### config.mk
export PLATFORM = sky130hd
export DESIGN_NAME = rail_strobe_sequencer
export DESIGN_NICKNAME = d
export VERILOG_FILES = /design/src/shared/rail_seq_pkg.sv /design/src/ms_tick.sv /design/src/pin_filter.sv /design/src/rail_strobe_sequencer.sv
export SDC_FILE = /design/constraint.sdc
export NUM_CORES = 1
export LEC_CHECK = 0
export BUFFER_PORTS_ARGS = -buffer_cell sky130_fd_sc_hd__buf_2
export CAP_MARGIN = 10
export CORE_MARGIN = 2
export CORE_UTILIZATION = 60
export CTS_CLUSTER_SIZE = 8
export DETAILED_ROUTE_END_ITERATION = 8
export HOLD_SLACK_MARGIN = 0.1
export PLACE_DENSITY = 0.88
export SLEW_MARGIN = 20
export SYNTH_ARGS = -nofsm -noshare
export SYNTH_HDL_FRONTEND = slang
export SYNTH_SLANG_ARGS = --single-unit
### constraint.sdc
create_clock -name clk_sys_in -period 3.14 [get_ports clk_sys_in]
set_input_delay 0.628 -clock clk_sys_in [delete_from_list [all_inputs] [get_ports clk_sys_in]]
set_output_delay 0.628 -clock clk_sys_in [all_outputs]
set_load 0.02 [all_outputs]
### src/shared/rail_seq_pkg.sv
// Purpose: Constants and types of the rail strobe sequencer
// Assumes: 200 MHz system clock, APB register access
// Notes:   Byte addresses are word aligned
package rail_seq_pkg;
  // ---------------------------------------------------------------
  // Sizes
  // ---------------------------------------------------------------
  localparam int RAILS = 10;
  localparam int GPIOS = 3;
  localparam int MONS = 5;
  localparam int BACKUPS = 2;
  localparam int LS_FLAGS = 9;
  localparam int ENW = RAILS + GPIOS;
  localparam int PINS = 2 + MONS + MONS + BACKUPS + LS_FLAGS;
  localparam logic [3:0] STROBES = 4'hA;
  // ---------------------------------------------------------------
  // Register map
  // ---------------------------------------------------------------
  localparam logic [7:0] ADDR_CTRL = 8'h00;
  localparam logic [7:0] ADDR_STATUS = 8'h04;
  localparam logic [7:0] ADDR_ENABLE = 8'h08;
  localparam logic [7:0] ADDR_SEQ_LO = 8'h0C;
  localparam logic [7:0] ADDR_SEQ_HI = 8'h10;
  localparam logic [7:0] ADDR_DELAY = 8'h14;
  localparam logic [7:0] ADDR_INT_ST = 8'h18;
  localparam logic [7:0] ADDR_INT_MASK = 8'h1C;
  localparam int CTRL_STRICT = 0;
  localparam int CTRL_STRETCH = 1;
  localparam int CTRL_UP = 2;
  localparam int CTRL_DOWN = 3;
  // ---------------------------------------------------------------
  // Reset values
  // ---------------------------------------------------------------
  localparam logic [39:0] SEQ_RST = 40'hA9_8217_6355;
  localparam logic [17:0] DLY_RST = 18'h0_0000;
  localparam logic [12:0] EN_RST = 13'h0000;
  localparam logic [8:0] MASK_RST = 9'h000;
  // ---------------------------------------------------------------
  // Timing
  // ---------------------------------------------------------------
  localparam int CLK_HZ = 200_000_000;
  localparam int MS_CYCLES_DEF = CLK_HZ / 1000;
  localparam logic [5:0] DLY_MIN_MS = 6'h02;
  localparam logic [5:0] DLY_MAX_MS = 6'h05;
  localparam logic [5:0] PD_STRETCH = 6'h0A;
  localparam logic [8:0] PD_TOTAL_MS = 9'h1F4;
  // ---------------------------------------------------------------
  // Types
  // ---------------------------------------------------------------
  typedef enum logic [3:0] {
    S_IDLE = 4'b0001,
    S_STROBE = 4'b0010,
    S_WAIT = 4'b0100,
    S_HOLD = 4'b1000
  } seq_state_t;
endpackage : rail_seq_pkg

### src/ms_tick.sv
// Purpose: Millisecond enable pulse from the system clock
// Assumes: Clear restarts a full period
// Notes:   Pulse comes exactly MS_CYCLES cycles after a clear
`timescale 1ns/1ps
module ms_tick #(
  parameter int MS_CYCLES = 200000
) (
  // Clock and reset
  input wire logic clk_sys_in,
  input wire logic rst_in,
  // Control
  input wire logic clear_in,
  output logic tick_out
);
  localparam int CW = $clog2(MS_CYCLES);
  localparam logic [CW-1:0] LAST = CW'(MS_CYCLES - 1);
  typedef struct packed {
    logic [CW-1:0] cnt;
    logic tick;
  } tick_t;
  tick_t r_q, r_d;

  if (MS_CYCLES < 2) begin : g_bad_ms
    $error("ms_tick needs MS_CYCLES of at least two");
  end

  always_comb begin
    r_d = r_q;
    r_d.tick = 1'b0;
    if (clear_in) begin
      r_d.cnt = '0;
    end else if (r_q.cnt == LAST) begin
      r_d.cnt = '0;
      r_d.tick = 1'b1;
    end else begin
      r_d.cnt = r_q.cnt + 1'b1;
    end
  end

  always_ff @(posedge clk_sys_in) begin
    if (rst_in) begin
      r_q <= '0;
    end else begin
      r_q <= r_d;
    end
  end

  assign tick_out = r_q.tick;
endmodule : ms_tick

### src/pin_filter.sv
// Purpose: Three-stage synchroniser with agreement filter
// Assumes: Inputs asynchronous to clk_sys_in
// Notes:   Output rises only when stages two and three agree, falls once they differ
`timescale 1ns/1ps
module pin_filter #(
  parameter int W = 1
) (
  // Clock and reset
  input wire logic clk_sys_in,
  input wire logic rst_in,
  // Pins
  input wire logic [W-1:0] pin_in,
  output logic [W-1:0] level_out
);
  typedef struct packed {
    logic [W-1:0] s1;
    logic [W-1:0] s2;
    logic [W-1:0] s3;
    logic [W-1:0] o;
  } filt_t;
  filt_t r_q, r_d;

  if (W < 1) begin : g_bad_w
    $error("pin_filter needs W of at least one");
  end

  always_comb begin
    r_d = r_q;
    r_d.s1 = pin_in;
    r_d.s2 = r_q.s1;
    r_d.s3 = r_q.s2;
    // Bitwise agreement of the two settled stages
    r_d.o = (r_q.o & ~(r_q.s2 ^ r_q.s3)) | (r_q.s3 & ~(r_q.s2 ^ r_q.s3));
  end

  always_ff @(posedge clk_sys_in) begin
    if (rst_in) begin
      r_q <= '0;
    end else begin
      r_q <= r_d;
    end
  end

  assign level_out = r_q.o;
endmodule : pin_filter

### src/rail_strobe_sequencer.sv
// Purpose: Rail strobe sequencer, supervisor and load switch flags
// Assumes: APB slave, 200 MHz clock, pins pass a three-stage filter
// Notes:   Rails 0-3 main bucks, 4 linear, 5-6 backup, 7-9 switches
`timescale 1ns/1ps
// What this block does
// Ten strobes separated by nine delays, stepped through in order
// Each rail enables when its assigned strobe fires
// One strobe per rail; rails sharing a strobe switch together
// Each delay selectable from 2 ms to 5 ms
// Default order at reset; software may rewrite assignments and delays
// Software sets or clears every rail, switch and GPIO enable
// Relaxed supervisor checks undervoltage only
// Tight supervisor flags under- and overvoltage with narrow windows
// Four main bucks and linear regulator combine into main good
// Two backup bucks report on a separate good output
// Switch overtemperature, overcurrent, undervoltage raise readable flags
// Power-up fires strobe one at once, then delays and strobes
// Rails with assignment zero are left untouched by sequences
// Power-down runs strobes ten to one, disabling and discharging
// Power-down delays stretch tenfold; final state 500 ms later
// Delays counted in millisecond ticks; index steps only on expiry
// Writes during a running sequence do not disturb it, except the CTRL stretch bit, which later power-down delays read live
module rail_strobe_sequencer
  import rail_seq_pkg::*;
#(
  parameter int MS_CYCLES = MS_CYCLES_DEF
) (
  // Clock and reset
  input wire logic clk_sys_in,
  input wire logic rst_in,
  // APB slave
  input wire logic psel_in,
  input wire logic penable_in,
  input wire logic pwrite_in,
  input wire logic [7:0] paddr_in,
  input wire logic [31:0] pwdata_in,
  output logic [31:0] prdata_out,
  output logic pready_out,
  output logic pslverr_out,
  // Sequence triggers
  input wire logic power_up_req_in,
  input wire logic power_down_req_in,
  // Supervisor pins
  input wire logic [MONS-1:0] rail_uv_in,
  input wire logic [MONS-1:0] rail_ov_in,
  input wire logic [BACKUPS-1:0] backup_uv_in,
  input wire logic [LS_FLAGS-1:0] load_switch_n_fault_in,
  // Rail control
  output logic [RAILS-1:0] rail_enable_out,
  output logic [RAILS-1:0] discharge_out,
  output logic [GPIOS-1:0] gpio_out,
  output logic supervisor_tight_out,
  output logic seq_busy_out,
  // Power good and interrupt
  output logic main_power_good_out,
  output logic main_power_good_oe_out,
  output logic backup_power_good_out,
  output logic backup_power_good_oe_out,
  output logic irq_out
);
  typedef struct packed {
    seq_state_t st;
    logic [3:0] idx;
    logic up;
    logic [5:0] dly;
    logic [8:0] pd_ms;
    logic [39:0] seq;
    logic [17:0] dly_cfg;
    logic [39:0] seq_snap;
    logic [17:0] dly_snap;
    logic [ENW-1:0] en;
    logic [RAILS-1:0] dis;
    logic strict;
    logic stretch;
    logic [1:0] trig_prev;
    logic [LS_FLAGS-1:0] ls_prev;
    logic [LS_FLAGS-1:0] irq_st;
    logic [LS_FLAGS-1:0] irq_mask;
    logic main_pg;
    logic backup_pg;
    logic [31:0] rdata;
  } regs_t;
  regs_t r_q, r_d;

  logic [PINS-1:0] filt;
  logic dly_tick, pd_tick, clr_dly, clr_pd;
  logic [RAILS-1:0] hit, unassigned;
  logic acc, wr, rd, mapped, busy, up_go, dn_go;
  logic [MONS-1:0] uv, ov;
  logic [BACKUPS-1:0] bu_uv;
  logic [LS_FLAGS-1:0] ls_f, ls_rise;

  // ---------------------------------------------------------------
  // Pin synchronisers and millisecond enables
  // ---------------------------------------------------------------
  pin_filter #(.W(PINS)) u_pins (
    .clk_sys_in(clk_sys_in),
    .rst_in(rst_in),
    .pin_in({load_switch_n_fault_in, backup_uv_in, rail_ov_in,
             rail_uv_in, power_down_req_in, power_up_req_in}),
    .level_out(filt)
  );
  // Separate pd timer so delay restarts do not skew the 500 ms hold
  ms_tick #(.MS_CYCLES(MS_CYCLES)) u_dly_tick (
    .clk_sys_in(clk_sys_in),
    .rst_in(rst_in),
    .clear_in(clr_dly),
    .tick_out(dly_tick)
  );
  ms_tick #(.MS_CYCLES(MS_CYCLES)) u_pd_tick (
    .clk_sys_in(clk_sys_in),
    .rst_in(rst_in),
    .clear_in(clr_pd),
    .tick_out(pd_tick)
  );
  assign uv = filt[2+:MONS];
  assign ov = filt[2+MONS+:MONS];
  assign bu_uv = filt[2+2*MONS+:BACKUPS];
  assign ls_f = filt[2+2*MONS+BACKUPS+:LS_FLAGS];

  // ---------------------------------------------------------------
  // Strobe match per rail
  // ---------------------------------------------------------------
  for (genvar i = 0; i < RAILS; i++) begin : g_rail
    // Index never zero while busy, so unassigned rails never match a strobe
    assign hit[i] = (r_q.seq_snap[4*i+:4] == r_q.idx);
    assign unassigned[i] = (r_q.seq_snap[4*i+:4] == 4'h0);
  end

  // ---------------------------------------------------------------
  // Bus decode and triggers
  // ---------------------------------------------------------------
  assign acc = psel_in & penable_in;
  assign wr = acc & pwrite_in;
  assign rd = acc & ~pwrite_in;
  assign busy = (r_q.st != S_IDLE);
  assign ls_rise = ls_f & ~r_q.ls_prev;
  always_comb begin
    case (paddr_in)
      ADDR_CTRL, ADDR_STATUS, ADDR_ENABLE, ADDR_SEQ_LO,
      ADDR_SEQ_HI, ADDR_DELAY, ADDR_INT_ST, ADDR_INT_MASK: mapped = 1'b1;
      default: mapped = 1'b0;
    endcase
  end
  assign up_go = (filt[0] & ~r_q.trig_prev[0])
    | (wr & (paddr_in == ADDR_CTRL) & pwdata_in[CTRL_UP]);
  assign dn_go = (filt[1] & ~r_q.trig_prev[1])
    | (wr & (paddr_in == ADDR_CTRL) & pwdata_in[CTRL_DOWN]);

  // ---------------------------------------------------------------
  // Next state
  // ---------------------------------------------------------------
  always_comb begin
    logic [3:0] dsel;
    logic [1:0] code;
    logic [5:0] base;
    dsel = 4'h0;
    code = 2'h0;
    base = 6'h00;
    r_d = r_q;
    clr_dly = 1'b0;
    clr_pd = 1'b0;
    r_d.trig_prev = filt[1:0];
    r_d.ls_prev = ls_f;
    // Read data captured in setup so prdata comes from a flop
    if (psel_in & ~penable_in) begin
      case (paddr_in)
        ADDR_CTRL: r_d.rdata = {30'h0000_0000, r_q.stretch, r_q.strict};
        ADDR_STATUS: r_d.rdata = {28'h000_0000, r_q.backup_pg,
                                  r_q.main_pg, r_q.up, busy};
        ADDR_ENABLE: r_d.rdata = {19'h0_0000, r_q.en};
        ADDR_SEQ_LO: r_d.rdata = r_q.seq[31:0];
        ADDR_SEQ_HI: r_d.rdata = {24'h00_0000, r_q.seq[39:32]};
        ADDR_DELAY: r_d.rdata = {14'h0000, r_q.dly_cfg};
        ADDR_INT_ST: r_d.rdata = {23'h00_0000, r_q.irq_st};
        ADDR_INT_MASK: r_d.rdata = {23'h00_0000, r_q.irq_mask};
        default: r_d.rdata = 32'h0000_0000;
      endcase
    end
    if (wr) begin
      case (paddr_in)
        ADDR_CTRL: begin
          r_d.strict = pwdata_in[CTRL_STRICT];
          r_d.stretch = pwdata_in[CTRL_STRETCH];
        end
        ADDR_ENABLE: begin
          // Enables locked while the sequencer owns the rails
          if (!busy) begin
            r_d.en = pwdata_in[ENW-1:0];
            r_d.dis = r_q.dis & ~pwdata_in[RAILS-1:0];
          end
        end
        // Only the live copy changes; the running snapshot stays put
        ADDR_SEQ_LO: r_d.seq[31:0] = pwdata_in;
        ADDR_SEQ_HI: r_d.seq[39:32] = pwdata_in[7:0];
        ADDR_DELAY: r_d.dly_cfg = pwdata_in[17:0];
        ADDR_INT_MASK: r_d.irq_mask = pwdata_in[LS_FLAGS-1:0];
        default: r_d.strict = r_q.strict;
      endcase
    end
    // Read clears only what setup captured, so no event is lost
    if (rd & (paddr_in == ADDR_INT_ST)) begin
      r_d.irq_st = r_q.irq_st & ~r_q.rdata[LS_FLAGS-1:0];
    end
    r_d.irq_st = r_d.irq_st | ls_rise;
    // Sequencer
    case (r_q.st)
      S_IDLE: begin
        if (up_go | dn_go) begin
          r_d.seq_snap = r_q.seq;
          r_d.dly_snap = r_q.dly_cfg;
          r_d.up = up_go;
          r_d.st = S_STROBE;
          r_d.pd_ms = 9'h000;
          clr_pd = 1'b1;
          // Up starts at one, down at ten
          r_d.idx = up_go ? 4'h1 : STROBES;
        end
      end
      S_STROBE: begin
        if (r_q.up) begin
          r_d.en[RAILS-1:0] = r_q.en[RAILS-1:0] | hit;
          r_d.dis = r_q.dis & ~hit;
        end else begin
          r_d.en[RAILS-1:0] = r_q.en[RAILS-1:0] & ~hit;
          r_d.dis = r_q.dis | hit;
        end
        if (r_q.up && (r_q.idx == STROBES)) begin
          r_d.st = S_IDLE;
        end else if (!r_q.up && (r_q.idx == 4'h1)) begin
          r_d.st = S_HOLD;
        end else begin
          // Delay after strobe k going up is k, going down k-1
          dsel = r_q.up ? r_q.idx : r_q.idx - 4'h1;
          code = r_q.dly_snap[{dsel - 4'h1, 1'b0}+:2];
          base = DLY_MIN_MS + {4'h0, code};
          r_d.dly = r_q.stretch & !r_q.up ?
            6'(base * PD_STRETCH) : base;
          clr_dly = 1'b1;
          r_d.st = S_WAIT;
        end
      end
      S_WAIT: begin
        if (dly_tick) begin
          if (r_q.dly == 6'h01) begin
            r_d.idx = r_q.up ? r_q.idx + 4'h1 : r_q.idx - 4'h1;
            r_d.st = S_STROBE;
          end else begin
            r_d.dly = r_q.dly - 6'h01;
          end
        end
      end
      S_HOLD: begin
        if (r_q.pd_ms == PD_TOTAL_MS) begin
          r_d.st = S_IDLE;
        end
      end
      default: r_d.st = S_IDLE;
    endcase
    if (busy && !r_q.up && pd_tick && (r_q.pd_ms != PD_TOTAL_MS)) begin
      r_d.pd_ms = r_q.pd_ms + 9'h001;
    end
    // Supervisor; strict also adds overvoltage
    r_d.main_pg = ~|(r_q.en[MONS-1:0]
      & (uv | (ov & {MONS{r_q.strict}})));
    r_d.backup_pg = ~|(r_q.en[MONS+:BACKUPS] & bu_uv);
  end

  always_ff @(posedge clk_sys_in) begin
    if (rst_in) begin
      r_q <= '0;
      r_q.st <= S_IDLE;
      r_q.seq <= SEQ_RST;
      r_q.dly_cfg <= DLY_RST;
      r_q.en <= EN_RST;
      r_q.irq_mask <= MASK_RST;
    end else begin
      r_q <= r_d;
    end
  end

  // ---------------------------------------------------------------
  // Outputs
  // ---------------------------------------------------------------
  assign prdata_out = r_q.rdata;
  assign pready_out = 1'b1;
  assign pslverr_out = acc & ~mapped;
  assign rail_enable_out = r_q.en[RAILS-1:0];
  assign gpio_out = r_q.en[ENW-1:RAILS];
  assign discharge_out = r_q.dis;
  // Analog threshold select for narrow windows
  assign supervisor_tight_out = r_q.strict;
  assign seq_busy_out = busy;
  assign main_power_good_out = r_q.main_pg;
  assign main_power_good_oe_out = ~r_q.main_pg;
  assign backup_power_good_out = r_q.backup_pg;
  assign backup_power_good_oe_out = ~r_q.backup_pg;
  assign irq_out = |(r_q.irq_st & r_q.irq_mask);

  // ---------------------------------------------------------------
  // Assertions
  // ---------------------------------------------------------------
  strobe_range_a: assert property (
    @(posedge clk_sys_in) disable iff (rst_in)
    busy |-> (r_q.idx >= 4'h1) && (r_q.idx <= STROBES))
    else $error("Strobe index out of range");
  up_enable_a: assert property (
    @(posedge clk_sys_in) disable iff (rst_in)
    (r_q.st == S_STROBE) && r_q.up
    |=> ((r_q.en[RAILS-1:0] & $past(hit)) == $past(hit)))
    else $error("Assigned rail not enabled at its strobe");
  delay_range_a: assert property (
    @(posedge clk_sys_in) disable iff (rst_in)
    (r_q.st == S_STROBE) ##1 (r_q.st == S_WAIT) |->
    (r_q.dly >= DLY_MIN_MS) && (!r_q.up || r_q.dly <= DLY_MAX_MS))
    else $error("Delay load outside range");
  enable_write_a: assert property (
    @(posedge clk_sys_in) disable iff (rst_in)
    wr && (paddr_in == ADDR_ENABLE) && !busy
    |=> r_q.en == $past(pwdata_in[ENW-1:0]))
    else $error("Enable write lost");
  relaxed_a: assert property (
    @(posedge clk_sys_in) disable iff (rst_in)
    !r_q.strict && !(|(r_q.en[MONS-1:0] & uv)) |=> r_q.main_pg)
    else $error("Relaxed mode reacted to overvoltage");
  strict_a: assert property (
    @(posedge clk_sys_in) disable iff (rst_in)
    r_q.strict && |(r_q.en[MONS-1:0] & ov) |=> !main_power_good_out)
    else $error("Strict mode missed overvoltage");
  backup_pg_a: assert property (
    @(posedge clk_sys_in) disable iff (rst_in)
    |(r_q.en[MONS+:BACKUPS] & bu_uv) |=> !backup_power_good_out)
    else $error("Backup fault not reported");
  ls_flag_a: assert property (
    @(posedge clk_sys_in) disable iff (rst_in)
    |ls_rise |=> ((r_q.irq_st & $past(ls_rise)) == $past(ls_rise)))
    else $error("Switch event flag lost");
  first_strobe_a: assert property (
    @(posedge clk_sys_in) disable iff (rst_in)
    !busy && up_go |=> (r_q.st == S_STROBE) && (r_q.idx == 4'h1))
    else $error("Power-up did not start at strobe one");
  unassigned_a: assert property (
    @(posedge clk_sys_in) disable iff (rst_in)
    busy |=> ((r_q.en[RAILS-1:0] ^ $past(r_q.en[RAILS-1:0]))
              & $past(unassigned)) == '0)
    else $error("Unassigned rail changed");
  down_strobe_a: assert property (
    @(posedge clk_sys_in) disable iff (rst_in)
    (r_q.st == S_STROBE) && !r_q.up |=>
    ((r_q.en[RAILS-1:0] & $past(hit)) == '0)
    && ((r_q.dis & $past(hit)) == $past(hit)))
    else $error("Power-down strobe did not disable");
  hold_time_a: assert property (
    @(posedge clk_sys_in) disable iff (rst_in)
    (r_q.st == S_HOLD) ##1 (r_q.st == S_IDLE)
    |-> $past(r_q.pd_ms) == PD_TOTAL_MS)
    else $error("Power-down ended before 500 ms");
  advance_gate_a: assert property (
    @(posedge clk_sys_in) disable iff (rst_in)
    (r_q.st == S_WAIT) && !(dly_tick && r_q.dly == 6'h01)
    |=> $stable(r_q.idx))
    else $error("Index moved before delay expiry");
  snapshot_a: assert property (
    @(posedge clk_sys_in) disable iff (rst_in)
    busy ##1 busy |-> $stable(r_q.seq_snap) && $stable(r_q.dly_snap))
    else $error("Running sequence disturbed");
endmodule : rail_strobe_sequencer
### After elaboration in Yosys (flattened, before gate mapping)

Memory sizes are Yosys's and may differ from the RTL's.
Cells that the tools add are included.

* register bits after elaboration: 358
* bits in read-only memories: 32
* memories: 1

* add/subtract/negate cells: 8
* multipliers: 1
* equal/unequal tests: 37
* shift operators: 1
* multiplexer cells: 37
* bitwise gates (word level): 45
* reductions and logical operators: 35

Memories
* (no name shown): depth 32, width 1, read ports 1, clocked after memory_dff 0, wr ports 0, line rail_strobe_sequencer.sv:139 `case (paddr_in)`

Operators with widths (count)
* 32-bit case mux with 8 select lines: 1
* 20-bit two-way mux: 4
* 23-bit AND: 2
* 9-bit two-way mux: 5
* 4-bit == test: 10
* 18-bit by 1-bit adder with 18-bit output, second input constant: 2
* 18-bit == test, second input constant: 2
* 8-bit by 5-bit == test with 1-bit output, second input constant: 4
* 10-bit AND: 3
* 6-bit two-way mux: 5
* 9-bit AND: 3
* 4-bit two-way mux: 6
* 23-bit inverter: 1
* 23-bit OR: 1
* 23-bit XOR: 1
* 22-bit two-way mux: 1
* 10-bit inverter: 2
* 10-bit OR: 2
* 9-bit inverter: 2
* 18-bit by 6-bit indexed part select with 2-bit output: 1
* 8-bit by 4-bit == test with 1-bit output, second input constant: 2
* 8-bit two-way mux: 2
* 4-bit case mux with 4 select lines: 1
* 2-bit AND reduction: 7
* other kinds (39): 94

### Depth between registers and ports, before layout

* word-level depth: 10
* mapped depth: 10

### Modules after synthesis

Synthesis repeated with hierarchy kept, for this count alone.

* cell total of the unflattened synthesis: 1818
* area total of the unflattened synthesis: 15511.1 sq um

Modules (own cells, without submodules)
* rail_strobe_sequencer: instances 1, cells each 1336, area each 10585.2 sq um, seq. area each 4564.4 sq um
* pin_filter: instances 1, cells each 286, area each 3129.3 sq um, seq. area each 1841.8 sq um
* ms_tick: instances 2, cells each 98, area each 898.4 sq um, seq. area each 380.4 sq um

### Least setup slack after synthesis

Ideal clock, no wire load.

* kind: flip-flop to flip-flop
* start: reg r_q[220] (netlist name)
* end: reg r_q[216] (netlist name)
* arrival time: 2.730 ns
* required time: 3.010 ns
* path slack: 0.280 ns
* cell stages (with the launch flop): 10
* path buffers: 2
* period minus slack after synthesis: 2.860 ns
* path through: dfxtp_1 > buf_6 > clkbuf_1 > inv_1 > ha_1 > inv_1 > mux4_2 > a221oi_4 > xor2_1 > o22ai_2

* cells in the longest elaborated chain, start to end: 10
* elaborated cells between the ends (all ways): 17

Ends and longest elaborated chain
* start: declaration: line rail_strobe_sequencer.sv:83 `regs_t r_q, r_d;`
* start signal: assignment: line rail_strobe_sequencer.sv:278 `r_q <= r_d;`
* 4-bit by 1-bit subtractor with 4-bit output: line rail_strobe_sequencer.sv:234 `dsel = r_q.up ? r_q.idx : r_q.idx - 4'h1;`
* 4-bit two-way mux: line rail_strobe_sequencer.sv:234
* 4-bit by 1-bit subtractor with 4-bit output: line rail_strobe_sequencer.sv:235 `code = r_q.dly_snap[{dsel - 4'h1, 1'b0}+:2];`
* 18-bit by 6-bit indexed part select with 2-bit output: line rail_strobe_sequencer.sv:235
* 2-bit by 2-bit adder with 3-bit output: line rail_strobe_sequencer.sv:236 `base = DLY_MIN_MS + {4'h0, code};`
* 3-bit by 3-bit multiplier with 5-bit output: line rail_strobe_sequencer.sv:238 `6'(base * PD_STRETCH) : base;`
* 6-bit two-way mux: line rail_strobe_sequencer.sv:237 `r_d.dly = r_q.stretch & !r_q.up ?`
* 6-bit two-way mux: line rail_strobe_sequencer.sv:230 `end else if (!r_q.up && (r_q.idx == 4'h1)) begin`
* 6-bit two-way mux: line rail_strobe_sequencer.sv:228 `if (r_q.up && (r_q.idx == STROBES)) begin`
* 6-bit case mux with 2 select lines: line rail_strobe_sequencer.sv:207 `case (r_q.st)`

Several ways; a longest one is shown, not always the timed one. The select of a mux whose other input is x is not followed.
A chain may end at the register's enable or synchronous reset.

### Worst setup path in the final report

* start: reg r_q[219] (netlist name)
* end: reg r_q[215] (netlist name)

* cells in the longest elaborated chain, start to end: 9
* elaborated cells between the ends (all ways): 16

Ends and longest elaborated chain (line)
* 4-bit two-way mux: rail_strobe_sequencer.sv:234
* 4-bit by 1-bit subtractor with 4-bit output: rail_strobe_sequencer.sv:235
* 18-bit by 6-bit indexed part select with 2-bit output: rail_strobe_sequencer.sv:235
* 2-bit by 2-bit adder with 3-bit output: rail_strobe_sequencer.sv:236
* 3-bit by 3-bit multiplier with 5-bit output: rail_strobe_sequencer.sv:238
* 6-bit two-way mux: rail_strobe_sequencer.sv:237
* 6-bit two-way mux: rail_strobe_sequencer.sv:230
* 6-bit two-way mux: rail_strobe_sequencer.sv:228
* 6-bit case mux with 2 select lines: rail_strobe_sequencer.sv:207

Several ways; a longest one is shown, not always the timed one. The select of a mux whose other input is x is not followed.

==> impl_metrics.csv <==
group,metric,value,unit
sta,worstMarginPinSlew,895,ps
die,num_rows,58,
synthesis,number_of_enable_flip_flop_cells_after_synthesis,0,
layout,utilization,68.6,%
setup_path,worstSetupEndpointType,"flip-flop",
synthesis,synth.yosys.seq_area_share,46.8,%
routing,first_pass_iteration_count_of_the_detailed_router,6,
setup_path,cp_startpoint_kind,"flip-flop",
synthesis,syn_inst,1796,
die,die_area,26800,um2
hold_path,min-delay-start,"rail_uv_in[1]",
clock_tree,post_cts_resize_count,0,
layout,flow.area_growth_from_synthesis,12.5,%
pwr,p_leak,6.94,nW
layout,final_net_count,1968,
clock_tree,ctsHtreeMaxLevel,2,
layout,drive_gt1_share,13.8,%
place,io_buffers,130,
die,die_y,164,um
clock_tree,clock_latency_late_sink,540,ps
routing,vias_after_detailed_routing,12943,
setup_path,timing.critical_path.required,3580,ps
setup_path,crit_path_kind,"flip-flop to flip-flop",
layout,final-seq-area,7170,um2
clock_tree,cts.clk_slew.worst_paths,50,ps
global_route,grt_pass1_vias,12508,
synthesis,synth_top_family_by_area,"simple AND/OR/NAND/NOR gates",
pwr,cellPowerDensity,556,nW/um2
sta,final.setup.tns,0,ps
routing,drt_iter0_drc,1406,
synthesis,postSynth.asyncResetShare,0,%
synthesis,post_synth.cell_area_avg,8.53,um2
setup_path,r2r-end,"r_q[215]",
synthesis,yosys.cell_types.count,82,
layout,final.fill_count,1899,
synthesis,ys_ff_latch,358,
setup_path,critical_path.max_fanout,5,
routing,routedWlPerCell,18.0,um
synthesis,synth.most_common_cell,"sky130_fd_sc_hd__dfxtp_1",
setup_path,cp-startpoint,"r_q[219]",
setup_path,critical_path_arrival,2970,ps
place,hpwlAfterDp,26900,um
synthesis,synthesis.area,15300,um2
global_route,grt_start_max_net_pins,128,
synthesis,synthTopCellsByCount,"358 x sky130_fd_sc_hd__dfxtp_1, 304 x sky130_fd_sc_hd__nand2_1, 219 x sky130_fd_sc_hd__a21oi_1, 170 x sky130_fd_sc_hd__nor2_1, 96 x sky130_fd_sc_hd__nor2b_1",
sta,relSlewSlack,40.1,%
sta,finalCriticalPeriod,2530,ps
sta,fin_worst_skew,18.8,ps
place,gpl.final_weighted_congestion,0.995,
hold_path,hold_end,"u_pins.r_d[49]",
synthesis,synth_compound_area_share,13.6,%
sta,final_max_slew_viol_count,0,
pwr,max-vdd-ir-drop,0.508,mV
sta,report.final.hold_viol_count,0,
synthesis,synth-adder-area-share,2.86,%
clock_tree,post_cts.repair.setup_buffers,0,
synthesis,ys.warnings.count,0,
global_route,gr-total-overflow,0,
run,max_cap_violations,0,
die,die-width,164,um
setup_path,reg2reg_depth,7,
clock_tree,cts_hold_repair_buffers,0,
clock_tree,cts_max_path_buffers,3,
synthesis,yosys.area_share.simple,23.6,%
sta,report.final.setup_viol,0,
clock_tree,cts_tree,"yes",
setup_path,r2r-start,"r_q[219]",
routing,detail_route.drc_violations,0,
global_route,grt_antenna_before_repair,2,
clock_tree,cts.root.buffer_cell,"sky130_fd_sc_hd__clkbuf_16",
die,initial_core_util,61.0,%
pwr,total_power,9.57,mW
die,num_io_pins,132,
synthesis,dominantRegCellSynth,"sky130_fd_sc_hd__dfxtp_1",
sta,fmax,0.395,GHz
sta,rsz0062_at_grt,"false",
die,core-area,25100,um2
run_status,status,"completed",
routing,ant_nets,0,
routing,wl,39700,um
hold_path,worst_min_path_class,"primary input to flip-flop",
synthesis,mappedNetlistNets,1899,
global_route,grt.total_usage,28.9,%
layout,multi_input_comb_area,7160,um2
synthesis,synth.largest_area_cell,"sky130_fd_sc_hd__dfxtp_1",
clock_tree,cts.sinks,358,
synthesis,synthMuxAreaShare,2.02,%
sta,period_share,80.7,%
synthesis,synth_top_area_share,46.8,%
global_route,grt_pass1_wl,62200,um
synthesis,synthXorXnorAreaFrac,4.53,%
hold_path,min_delay_path_depth,2,
routing,routed_via_density,5.89,
setup_path,r2r_setup_slack,610,ps
synthesis,synth.top_cells.by_area,"sky130_fd_sc_hd__dfxtp_1 47%, sky130_fd_sc_hd__nand2_1 7.5%, sky130_fd_sc_hd__a21oi_1 7.2%, sky130_fd_sc_hd__nor2_1 4.2%, sky130_fd_sc_hd__nor2b_1 3.9%",
clock_tree,cts_made_buffers,50,
## final cells by class
type / instances / area share (%)
Antenna cell: 3 / 0.0436
Clock buffer: 51 / 7.34
Clock inverter: 1 / 0.0944
Inverter: 48 / 1.05
Multi-Input combinational cell: 1236 / 41.6
Sequential cell: 358 / 41.6
Tap cell: 330 / 2.40
Timing Repair Buffer: 171 / 5.91
## layout by cell type, fill, tap and decap left out, drive strengths merged, types with 7 or more instances in the layout
cell    synthesis  final
xnor2          31     31
and3           11     11
nor2b          96     96
nand4          13     13
or3             7      7
o21ai          42     42
clkbuf         70     51
buf            84    171
a21oi         219    219
nor3           18     18
a22oi          15     15
nand2b         10     10
dfxtp         358    358
xor2           46     46
inv            47     47
a31oi           9      9
nand3          48     48
nand2         305    305
o22ai           7      7
nor2          171    171
ha             35     35
nand3b         18     18
mux2i          23     23
nor4           12     12
## cell families after synthesis
| family | Yosys count |
|---|---|
| AO/OA/AOI/OAI | 349 |
| XOR/XNOR | 77 |
| adder cells (fa/ha/maj) | 35 |
| buffers and inverters | 202 |
| flip-flops | 358 |
| multiplexers | 28 |
| other | 1 |
| AND/OR/NAND/NOR | 746 |
## through the flow
step           area [um2]  std cells  hold slack (ps)  setup WS (ps)
6_report            17200       2198              302            606
5_1_grt             17200       2198              294            512
4_1_cts             17200       2195              290            615
3_5_place_dp        15900       2143              422            586
3_3_place_gp        15900       2143              416            633
2_1_floorplan       15300       1796              414            280
## worst max-delay path, cell delays in order, from the launching register on
cell	delay, ps
sky130_fd_sc_hd__dfxtp_1	340
sky130_fd_sc_hd__inv_2	80
sky130_fd_sc_hd__ha_1	390
sky130_fd_sc_hd__inv_1	220
sky130_fd_sc_hd__mux4_2	590
sky130_fd_sc_hd__a221oi_4	420
sky130_fd_sc_hd__xnor2_1	160
sky130_fd_sc_hd__o31ai_1	240
## worst max-delay path by stage
stage                     slack, ps           endpoint
after CTS                       620           r_q[215]
after global placement          630   u_pd_tick.r_q[4]
after global routing            510  u_dly_tick.r_q[8]
after detailed placement        590  u_pd_tick.r_q[17]
final                           610           r_q[215]
after floorplan                 280           r_q[216]
## registers in the layout, summed over array words and instances, names as in the netlist, named ones only
name / count
u_pins.level_out: 23
u_pd_tick.tick_out: 1
backup_power_good_out: 1
r_q: 170
gpio_out: 3
u_pd_tick.r_q: 18
u_pins.r_q: 23
u_dly_tick.tick_out: 1
supervisor_tight_out: 1
prdata_out: 32
u_pins.r_d: 46
u_dly_tick.r_q: 18
main_power_good_out: 1
## where the power goes
group / leakage (nW) / internal (mW) / switching (mW)
registers: 2.90 / 4.61 / 0.0269
clock network: 0.630 / 2.79 / 1.79
logic: 3.41 / 0.122 / 0.234
total: 6.94 / 7.52 / 2.05
## routing by layer
metal,wire (um),GRT usage (%)
met1,15400,34.7
met2,19200,49.3
met3,3400,5.81
met4,1740,14.8
met5,0,0
(Power assumes the default switching activity.)
